**config.mk**
```make
export PLATFORM = sky130hd
export DESIGN_NAME = csrf_core
export DESIGN_NICKNAME = d
export VERILOG_FILES = /design/src/logic/csrf_pkg.sv /design/src/logic/csrf_regfile.sv /design/src/logic/csrf_core.sv
export SDC_FILE = /design/constraint.sdc
export NUM_CORES = 1
export LEC_CHECK = 0
export BUFFER_PORTS_ARGS = -buffer_cell sky130_fd_sc_hd__buf_2
export CAP_MARGIN = 15
export CORE_MARGIN = 4
export CORE_UTILIZATION = 25
export CTS_BUF_LIST = sky130_fd_sc_hd__clkbuf_16
export DETAILED_ROUTE_END_ITERATION = 7
export GPL_TIMING_DRIVEN = 0
export HOLD_SLACK_MARGIN = 0.15
export SKIP_LAST_GASP = 1
export SLEW_MARGIN = 20
export SYNTH_ARGS = -nofsm -noshare
export SYNTH_HDL_FRONTEND = slang
export SYNTH_HIERARCHICAL = 1
export SYNTH_SLANG_ARGS = --single-unit
```
**constraint.sdc**
```tcl
create_clock -name CLOCK -period 4.1 [get_ports CLOCK]
set_clock_uncertainty 0.1 [all_clocks]
set_input_delay 0.205 -clock CLOCK [delete_from_list [all_inputs] [get_ports CLOCK]]
set_output_delay 0.205 -clock CLOCK [all_outputs]
set_load 0.02 [all_outputs]
```
**src/logic/csrf_pkg.sv**
```systemverilog
// Shared constants, operation codes, states and carriers of the core register and stack block
package csrf_pkg;

	localparam int          CSRF_RF_DEPTH       = 32;
	localparam int          CSRF_RF_AW          = 5;
	localparam int          CSRF_SP_W           = 16;
	localparam int          CSRF_RA_W           = 24;
	localparam int          CSRF_SMALL_PM_LOG2  = 17;
	localparam int          CSRF_PC_W_MIN       = 8;
	localparam int          CSRF_PC_W_MAX       = 22;
	localparam logic [4:0]  CSRF_PTR_X_LO       = 5'h1A;
	localparam logic [4:0]  CSRF_PTR_Y_LO       = 5'h1C;
	localparam logic [4:0]  CSRF_PTR_Z_LO       = 5'h1E;
	localparam logic [7:0]  CSRF_IO_SP_LO       = 8'h3D;
	localparam logic [7:0]  CSRF_IO_SP_HI       = 8'h3E;
	localparam logic [2:0]  CSRF_IRQ_BLOCK_INSNS = 3'h4;
	localparam logic [15:0] CSRF_SRAM_TOP_DFLT  = 16'h3FFF;
	localparam logic [7:0]  CSRF_REG_RST        = 8'h00;

	typedef enum logic [2:0] {
		CSRF_OP_NONE = 3'h0,
		CSRF_OP_PUSH = 3'h1,
		CSRF_OP_POP  = 3'h2,
		CSRF_OP_CALL = 3'h3,
		CSRF_OP_RET  = 3'h4,
		CSRF_OP_RETURN_FROM_INTERRUPT = 3'h5,
		CSRF_OP_IRQ  = 3'h6,
		CSRF_OP_JUMP = 3'h7
	} csrf_op_e;

	typedef enum logic [2:0] {
		CSRF_ST_IDLE = 3'b001,
		CSRF_ST_CALL = 3'b010,
		CSRF_ST_RET  = 3'b100
	} csrf_state_e;

	typedef struct packed {
		logic [4:0]  ra;
		logic [4:0]  rb;
		logic        we;
		logic        wide;
		logic [4:0]  wa;
		logic [15:0] wd;
	} csrf_rf_req_s;

	typedef struct packed {
		csrf_op_e    op;
		logic [4:0]  reg_idx;
		logic [23:0] target;
	} csrf_stk_req_s;

	typedef struct packed {
		logic       we;
		logic [7:0] addr;
		logic [7:0] data;
	} csrf_io_wr_s;

endpackage

```
**src/logic/csrf_regfile.sv**
```systemverilog
// Working register file: 32 byte registers, byte and pair access, pointer views
`timescale 1ns/1ps
`default_nettype none
module csrf_regfile (
	// Clock and reset
	input  wire logic                   clk,
	input  wire logic                   rst_n,
	// Access request
	input  wire csrf_pkg::csrf_rf_req_s req,
	// Read data
	output logic [7:0]                  rdata_a,
	output logic [7:0]                  rdata_b,
	output logic [15:0]                 word_a,
	// Pointer views
	output logic [15:0]                 ptr_x,
	output logic [15:0]                 ptr_y,
	output logic [15:0]                 ptr_z
);
	import csrf_pkg::*;

	logic [7:0] regs_r [CSRF_RF_DEPTH];
	logic [4:0] wa_even;
	logic [4:0] ra_even;

	assign wa_even = {req.wa[4:1], 1'b0};
	assign ra_even = {req.ra[4:1], 1'b0};

	always_ff @(posedge clk or negedge rst_n) begin
		if (!rst_n) begin
			for (int i = 0; i < CSRF_RF_DEPTH; i++) begin
				regs_r[i] <= CSRF_REG_RST;
			end
		end else if (req.we) begin
			if (req.wide) begin
				regs_r[wa_even]        <= req.wd[7:0];
				regs_r[wa_even | 5'h01] <= req.wd[15:8];
			end else begin
				regs_r[req.wa] <= req.wd[7:0];
			end
		end
	end

	// Reads are combinational so that operand and result share one cycle
	assign rdata_a = regs_r[req.ra];
	assign rdata_b = regs_r[req.rb];
	assign word_a  = {regs_r[ra_even | 5'h01], regs_r[ra_even]};
	assign ptr_x   = {regs_r[CSRF_PTR_X_LO | 5'h01], regs_r[CSRF_PTR_X_LO]};
	assign ptr_y   = {regs_r[CSRF_PTR_Y_LO | 5'h01], regs_r[CSRF_PTR_Y_LO]};
	assign ptr_z   = {regs_r[CSRF_PTR_Z_LO | 5'h01], regs_r[CSRF_PTR_Z_LO]};
endmodule
`default_nettype wire

```
**src/logic/csrf_core.sv**
```systemverilog
// Instruction prefetch, stack pointer, call and return sequencing around the register file
`timescale 1ns/1ps
`default_nettype none
module csrf_core #(
	parameter int          PC_W     = 17,
	parameter logic [15:0] SRAM_TOP = csrf_pkg::CSRF_SRAM_TOP_DFLT
) (
	// Clock and reset
	input  wire logic                    CLOCK,
	input  wire logic                    RST_N,
	// Program memory
	output logic [PC_W-1:0]              PM_ADDR,
	input  wire logic [15:0]             PM_DATA,
	// Instruction to execution unit
	output logic [15:0]                  INSN,
	output logic                         INSN_VALID,
	output logic                         INSN_EXT,
	output logic [PC_W-1:0]              INSN_ADDR,
	input  wire logic                    EX_LONG,
	input  wire logic                    INSN_DONE,
	output logic                         STALL,
	// Register file
	input  wire csrf_pkg::csrf_rf_req_s  RF_REQ,
	output logic [7:0]                   RF_RDATA_A,
	output logic [7:0]                   RF_RDATA_B,
	output logic [15:0]                  RF_WORD_A,
	output logic [15:0]                  PTR_X,
	output logic [15:0]                  PTR_Y,
	output logic [15:0]                  PTR_Z,
	// Flash table read
	input  wire logic                    LPM_REQ,
	output logic [7:0]                   LPM_DATA,
	output logic                         LPM_VALID,
	// Stack and program flow
	input  wire csrf_pkg::csrf_stk_req_s STK_REQ,
	output logic                         IRQ_ACK,
	output logic                         RETURN_FROM_INTERRUPT_DONE,
	output logic                         IRQ_BLOCK,
	// I/O space access to the stack pointer
	input  wire csrf_pkg::csrf_io_wr_s   IO_WR,
	input  wire logic [7:0]              IO_RD_ADDR,
	output logic [7:0]                   IO_RDATA,
	// Data memory
	output logic [15:0]                  DM_ADDR,
	output logic [7:0]                   DM_WDATA,
	output logic                         DM_WE,
	output logic                         DM_RE,
	input  wire logic [7:0]              DM_RDATA
);
	import csrf_pkg::*;

	if (PC_W < CSRF_PC_W_MIN || PC_W > CSRF_PC_W_MAX) begin : g_chk_pc_w
		$error("PC_W outside the range the return address bytes can carry");
	end

	// Program bytes are twice the word count, hence the +1
	localparam int         RET_BYTES = (PC_W + 1 > CSRF_SMALL_PM_LOG2) ? 3 : 2;
	localparam logic [1:0] LAST_BYTE = 2'(RET_BYTES - 1);

	csrf_state_e      state_r;
	logic [1:0]       byte_cnt_r;
	logic [PC_W-1:0]  pc_r;
	logic [15:0]      ir_r;
	logic             ir_valid_r;
	logic             ir_ext_r;
	logic [PC_W-1:0]  ir_addr_r;
	logic [15:0]      sp_r;
	logic [23:0]      ret_addr_r;
	logic [23:0]      tgt_r;
	logic             is_return_from_interrupt_r;
	logic [2:0]       blk_cnt_r;
	logic [7:0]       lpm_data_r;
	logic             lpm_valid_r;

	logic             idle;
	logic             irq_take;
	logic             call_start;
	logic             ret_start;
	logic             flow_start;
	logic             jump;
	logic             push_byte;
	logic             pop_byte;
	logic             lpm;
	logic             last_byte;
	logic             load_pc;
	logic [23:0]      pop_word;
	logic [PC_W-1:0]  new_pc;
	logic             spl_wr;
	csrf_rf_req_s     rf_req;

	assign idle       = (state_r == CSRF_ST_IDLE);
	// Entry is refused while the pointer update window is open
	assign irq_take   = idle && (STK_REQ.op == CSRF_OP_IRQ) && (blk_cnt_r == 3'h0);
	assign call_start = idle && (STK_REQ.op == CSRF_OP_CALL);
	assign ret_start  = idle && (STK_REQ.op == CSRF_OP_RET || STK_REQ.op == CSRF_OP_RETURN_FROM_INTERRUPT);
	assign flow_start = call_start || irq_take || ret_start;
	assign jump       = idle && (STK_REQ.op == CSRF_OP_JUMP);
	assign push_byte  = idle && (STK_REQ.op == CSRF_OP_PUSH);
	assign pop_byte   = idle && (STK_REQ.op == CSRF_OP_POP);
	// Table reads share the program memory port, so they cost a fetch slot
	assign lpm        = LPM_REQ && idle && !flow_start && !jump;
	assign last_byte  = (byte_cnt_r == LAST_BYTE);
	assign load_pc    = !idle && last_byte;
	assign pop_word   = {ret_addr_r[15:0], DM_RDATA};
	assign new_pc     = (state_r == CSRF_ST_RET) ? pop_word[PC_W-1:0] : tgt_r[PC_W-1:0];
	assign spl_wr     = IO_WR.we && (IO_WR.addr == CSRF_IO_SP_LO);

	always_ff @(posedge CLOCK or negedge RST_N) begin
		if (!RST_N) begin
			state_r    <= CSRF_ST_IDLE;
			byte_cnt_r <= 2'h0;
			is_return_from_interrupt_r  <= 1'b0;
		end else begin
			case (state_r)
				CSRF_ST_IDLE: begin
					byte_cnt_r <= 2'h0;
					if (call_start || irq_take) begin
						state_r <= CSRF_ST_CALL;
					end else if (ret_start) begin
						state_r   <= CSRF_ST_RET;
						is_return_from_interrupt_r <= (STK_REQ.op == CSRF_OP_RETURN_FROM_INTERRUPT);
					end
				end
				CSRF_ST_CALL, CSRF_ST_RET: begin
					if (last_byte) begin
						state_r    <= CSRF_ST_IDLE;
						byte_cnt_r <= 2'h0;
					end else begin
						byte_cnt_r <= byte_cnt_r + 2'h1;
					end
				end
				default: begin
					state_r    <= CSRF_ST_IDLE;
					byte_cnt_r <= 2'h0;
				end
			endcase
		end
	end

	// Prefetch: the word at pc_r is latched while the word in ir_r executes
	always_ff @(posedge CLOCK or negedge RST_N) begin
		if (!RST_N) begin
			pc_r       <= '0;
			ir_r       <= 16'h0000;
			ir_valid_r <= 1'b0;
			ir_ext_r   <= 1'b0;
			ir_addr_r  <= '0;
		end else if (load_pc || jump) begin
			pc_r       <= load_pc ? new_pc : STK_REQ.target[PC_W-1:0];
			ir_valid_r <= 1'b0;
			ir_ext_r   <= 1'b0;
		end else if (flow_start) begin
			ir_valid_r <= 1'b0;
		end else if (idle && !lpm) begin
			ir_r       <= PM_DATA;
			ir_addr_r  <= pc_r;
			ir_valid_r <= 1'b1;
			ir_ext_r   <= ir_valid_r && !ir_ext_r && EX_LONG;
			pc_r       <= pc_r + 1'b1;
		end
	end

	// Return address is shifted out low byte first and rebuilt high byte first
	always_ff @(posedge CLOCK or negedge RST_N) begin
		if (!RST_N) begin
			ret_addr_r <= 24'h000000;
			tgt_r      <= 24'h000000;
		end else if (call_start || irq_take) begin
			// An interrupt resumes the word not yet executed
			ret_addr_r <= (irq_take && ir_valid_r) ? 24'(ir_addr_r) : 24'(pc_r);
			tgt_r      <= STK_REQ.target;
		end else if (state_r == CSRF_ST_CALL) begin
			ret_addr_r <= {8'h00, ret_addr_r[23:8]};
		end else if (state_r == CSRF_ST_RET) begin
			ret_addr_r <= pop_word;
		end else if (ret_start) begin
			ret_addr_r <= 24'h000000;
		end
	end

	always_ff @(posedge CLOCK or negedge RST_N) begin
		if (!RST_N) begin
			sp_r <= SRAM_TOP;
		end else if (push_byte || state_r == CSRF_ST_CALL) begin
			sp_r <= sp_r - 16'h0001;
		end else if (pop_byte || state_r == CSRF_ST_RET) begin
			sp_r <= sp_r + 16'h0001;
		end else if (spl_wr) begin
			sp_r[7:0] <= IO_WR.data;
		end else if (IO_WR.we && IO_WR.addr == CSRF_IO_SP_HI) begin
			sp_r[15:8] <= IO_WR.data;
		end
	end

	// Window closes on the fourth retired instruction or any other I/O write
	always_ff @(posedge CLOCK or negedge RST_N) begin
		if (!RST_N) begin
			blk_cnt_r <= 3'h0;
		end else if (spl_wr) begin
			blk_cnt_r <= CSRF_IRQ_BLOCK_INSNS;
		end else if (IO_WR.we) begin
			blk_cnt_r <= 3'h0;
		end else if (INSN_DONE && blk_cnt_r != 3'h0) begin
			blk_cnt_r <= blk_cnt_r - 3'h1;
		end
	end

	always_ff @(posedge CLOCK or negedge RST_N) begin
		if (!RST_N) begin
			lpm_data_r  <= 8'h00;
			lpm_valid_r <= 1'b0;
		end else begin
			lpm_valid_r <= lpm;
			if (lpm) begin
				lpm_data_r <= PTR_Z[0] ? PM_DATA[15:8] : PM_DATA[7:0];
			end
		end
	end

	// A popped byte takes the write port from the execution unit
	always_comb begin
		rf_req = RF_REQ;
		if (pop_byte) begin
			rf_req.we   = 1'b1;
			rf_req.wide = 1'b0;
			rf_req.wa   = STK_REQ.reg_idx;
			rf_req.wd   = {8'h00, DM_RDATA};
		end
	end

	csrf_regfile u_regfile (
		.clk     (CLOCK),
		.rst_n   (RST_N),
		.req     (rf_req),
		.rdata_a (RF_RDATA_A),
		.rdata_b (RF_RDATA_B),
		.word_a  (RF_WORD_A),
		.ptr_x   (PTR_X),
		.ptr_y   (PTR_Y),
		.ptr_z   (PTR_Z)
	);

	// Stack accesses: push writes at the pointer, pop reads one above it
	always_comb begin
		DM_ADDR  = sp_r;
		DM_WDATA = 8'h00;
		DM_WE    = 1'b0;
		DM_RE    = 1'b0;
		if (state_r == CSRF_ST_CALL) begin
			DM_WDATA = ret_addr_r[7:0];
			DM_WE    = 1'b1;
		end else if (push_byte) begin
			DM_WDATA = RF_RDATA_A;
			DM_WE    = 1'b1;
		end else if (state_r == CSRF_ST_RET || pop_byte) begin
			DM_ADDR = sp_r + 16'h0001;
			DM_RE   = 1'b1;
		end
	end

	// The pointer holds a byte address, so its word address has one bit fewer
	assign PM_ADDR    = lpm ? PC_W'(PTR_Z[15:1]) : pc_r;
	assign INSN       = ir_r;
	assign INSN_VALID = ir_valid_r;
	assign INSN_EXT   = ir_ext_r;
	assign INSN_ADDR  = ir_addr_r;
	assign STALL      = !idle;
	assign IRQ_ACK    = irq_take;
	assign RETURN_FROM_INTERRUPT_DONE  = (state_r == CSRF_ST_RET) && last_byte && is_return_from_interrupt_r;
	assign IRQ_BLOCK  = (blk_cnt_r != 3'h0);
	assign LPM_DATA   = lpm_data_r;
	assign LPM_VALID  = lpm_valid_r;
	assign IO_RDATA   = (IO_RD_ADDR == CSRF_IO_SP_LO) ? sp_r[7:0] :
	                    (IO_RD_ADDR == CSRF_IO_SP_HI) ? sp_r[15:8] : 8'h00;
endmodule
`default_nettype wire

```
==> impl_metrics.py <==
metrics = {
    "status": {
        "status": "completed",
    },
    "route": {
        "routed_via_density": 5.45,
        "post_drt_wl_per_cell_um": 26.7,
        "ant_nets": 0,
        "first_iter_violations": 2596,
        "first_pass_iters": 8,
        "wirelength_mm": 99.4,
        "drc": 0,
        "vias": 20300,
    },
    "synth": {
        "yosysTopAreaCell": "dfrtp_1",
        "synth-edff-count": 0,
        "yosysWarnings": 6,
        "syn_avg_cell_area_um2": 11.9,
        "yosys-top-cells-area": "dfrtp_1 (39%), mux4_2 (20%), mux2_2 (8.6%), a21oi_1 (3.7%), nor2_1 (2.9%)",
        "syn-cell-area_um2": 23600,
        "ys_ff_latch": 383,
        "synthCells": 1986,
        "synth_async_sr_flop_share_pct": 100,
        "synthFlopType": "dfrtp_1",
        "syn-num-nets": 2110,
        "ys_seq_area_share_pct": 40.8,
        "yosysUniqueCellTypes": 82,
        "synth_top_area_share_pct": 39.1,
    },
    "job": {
        "maxCapViolations": 0,
    },
    "clocking": {
        "cts_buffer_depth": 3,
        "cts_buffers": 47,
        "cts-htree-levels": 2,
        "cts.sinks": 383,
        "clkTransAtPathRegs_ns": 0.06,
        "worstSkewPairLatency_ns": 0.60,
        "root_buffer": "clkbuf_16",
        "cts_tree": "built",
    },
    "setup_path": {
        "start_kind": "flip-flop",
        "critPathArrivalTime_ns": 4.31,
        "endpoint_kind": "flip-flop",
        "critical_path_class": "reg -> reg",
        "cp_max_fo": 10,
        "critical_path_required_ns": 4.47,
    },
    "timing": {
        "rsz0062_at_grt": "true",
        "layout_setup_ws_ns": 0.159,
        "min_period_ns": 3.94,
        "max_slew_margin_pct": 17.2,
        "fin_crit_sh_pct": 96.1,
        "fmax_mhz": 254,
        "setup_viol": 0,
        "drv_slew": 0,
        "worst_slew_pin_slew_ns": 1.23,
        "finalHoldViolCount": 0,
    },
    "final_layout": {
        "layout.nets": 2545,
        "area_growth_pct": 24.2,
        "drive_gt1_share_pct": 40.3,
        "layout.cells.non_filler": 3719,
    },
    "floorplan": {
        "die_w_um": 315,
        "initial_utilization_pct": 25.2,
        "die-area_um2": 99200,
        "fp.dieH_um": 315,
        "top_level_ports": 298,
        "core.rowCount": 112,
        "coreArea_um2": 93500,
    },
    "pwr": {
        "combPwrFrac_pct": 44.4,
        "switchingPower_mw": 8.76,
        "clkPwrFrac_pct": 19.4,
        "p_leak_nw": 12.4,
        "power.total_mw": 21.0,
        "pwr-share-seq_pct": 36.2,
        "p_sw_share_pct": 41.7,
        "ir_drop_mv": 0.319,
        "power_density_nw_per_um2": 719,
        "intPower_mw": 12.3,
    },
    "placement": {
        "dp.cells": 3526,
        "gp_congestion": 0.987,
        "portBuffers": 280,
        "dp_hpwl_mm": 74.7,
        "pre_cts_slack_ns": -0.743,
    },
    "grt": {
        "grt_max_degree": 97,
        "gr-total-overflow": 0,
        "antenna_found_initial": 7,
        "track_usage_pct": 19.4,
        "grt_first_pass_wirelength_mm": 141,
        "first_global_vias": 19700,
    },
    "worst_hold_path": {
        "hp-class": "in -> reg",
    },
}
## power by group through the flow
| stage | combinational (mW) | sequential [mW] | clock (mW) |
|---|---|---|---|
| CTS | 9.27 | 7.51 | 4.14 |
| finish | 9.33 | 7.62 | 4.08 |
| floorplan | 6.16 | 6.98 | 0 |
| detailed placement | 9.14 | 7.56 | 0 |
| global route | 9.89 | 7.82 | 4.30 |
| global placement | 9.01 | 7.51 | 0 |
## cell usage after synthesis, types with 10 or more instances
| master | count |
|---|---|
| a211oi_1 | 11 |
| a21oi_1 | 174 |
| a222oi_1 | 16 |
| a22o_1 | 24 |
| a22oi_1 | 12 |
| and2_1 | 13 |
| buf_1 | 11 |
| buf_2 | 55 |
| buf_4 | 68 |
| clkbuf_1 | 62 |
| dfrtp_1 | 368 |
| dfstp_2 | 15 |
| inv_1 | 13 |
| mux2_2 | 179 |
| mux2i_1 | 31 |
| mux4_2 | 204 |
| nand2_1 | 127 |
| nand2b_1 | 11 |
| nand3_1 | 25 |
| nor2_1 | 185 |
| nor2b_1 | 14 |
| nor3_1 | 19 |
| nor4_1 | 21 |
| o21ai_0 | 44 |
| o22ai_1 | 59 |
| xnor2_1 | 19 |
| xor2_1 | 10 |
## registers in the layout, summed over array words and instances, names as in the netlist, 17 cells and up
register          cells
u_regfile/regs_r    208
INSN_ADDR            17
tgt_r                17
pc_r                 17
ret_addr_r           24
## final timing paths
kind | start | end | slack (ns) | cells past startpoint
min reg2reg | byte_cnt_r[1] | byte_cnt_r[1] | 0.35 | 1
min in group asynchronous | RST_N | state_r[0] | 0.63 | 3
max reg2reg | state_r[0] | u_regfile/regs_r[126] | 0.16 | 12
max | state_r[0] | u_regfile/regs_r[126] | 0.16 | 12
min | RF_REQ[15] | u_regfile/regs_r[55] | 0.20 | 4
max in group asynchronous | RST_N | u_regfile/regs_r[141] | 2.09 | 6
## per-stage QoR
step	setup TNS [ns]	instance area, um^2	utilization (%)	hold slack, ns
6_report	0	29300	31.3	0.199
5_1_grt	-0.0545	29300	31.3	0.197
4_1_cts	-0.548	29100	31.1	0.170
3_5_place_dp	-119.00	26700	28.5	0.152
3_3_place_gp	-2069.40	26500	28.4	0.323
2_1_floorplan	0	23600	-	-0.191
## metal layers
| layer | vias up | wire length [um] | GRT usage [%] |
|---|---|---|---|
| met4 | 0 | 6190 | 10.0 |
| met1 | 10300 | 38400 | 25.1 |
| met2 | 1235 | 45800 | 30.8 |
| met5 | - | 0 | 0 |
| met3 | 277 | 9000 | 3.75 |
| li1 | 8425 | - | - |
## placed cells by master (no fill, tap or decap), types with 10 or more instances in the layout
cell type and instances:
mux2_2 179, a22o_1 24, mux4_2 204, dfstp_2 15
buf_4 96, clkbuf_16 48, clkbuf_1 59, nor3_1 19
and2_1 13, a222oi_1 16, nand2b_1 11, nor4_1 18
nand2_1 127, inv_1 29, a211oi_1 11, o21ai_0 44
nor2_1 185, nor3_4 15, xnor2_1 19, a21oi_1 174
nor2b_1 13, nand3_1 25, mux2i_1 31, dfrtp_1 368
o22ai_1 59, dlygate4sd3_1 77, buf_2 329, xor2_1 10
## what timing repair did
item | in CTS | in global routing
hold buffers | 78 | 0
setup buffers | 9 | 14
setup endpoints to repair | 256 | 215
pin swaps | 9 | 5
gates resized for setup | 17 | 11
hold endpoints to repair | 378 | 0
## cell type report
type / instances / area [um^2]
Tap cell: 1254 / 1570
Inverter: 13 / 48.8
Buffer: 212 / 1280
Timing Repair Buffer: 387 / 2520
Antenna cell: 5 / 12.5
Multi-Input combinational cell: 1377 / 12800
Clock buffer: 48 / 1200
Clock inverter: 40 / 274
Sequential cell: 383 / 9600
Fill cell: 9586 / 64200
## cell families (layout without fill, tap and decap cells)
logic type,count (synthesis),in the layout,share of synthesized area [%]
flip-flops,383,383,40.8
AND/OR/NAND/NOR,515,515,11.5
buffers and inverters,226,700,5.57
multiplexers,427,427,30.1
adder cells (fa/ha/maj),5,5,0.266
AO/OA/AOI/OAI,401,401,10.7
other,0,5,0
XOR/XNOR,29,29,1.08
## critical path, cell delays in order, from the launching register on
cell	delay, ns
dfstp_2	0.51
buf_2	0.18
nand4bb_1	0.11
clkbuf_1	0.20
or3_1	0.53
buf_4	0.30
mux2_2	0.35
nand2b_1	0.17
buf_6	0.18
or3_1	0.33
buf_6	0.18
nor2_8	0.27
mux2_2	0.38
Power figures use the tool's default switching activity.
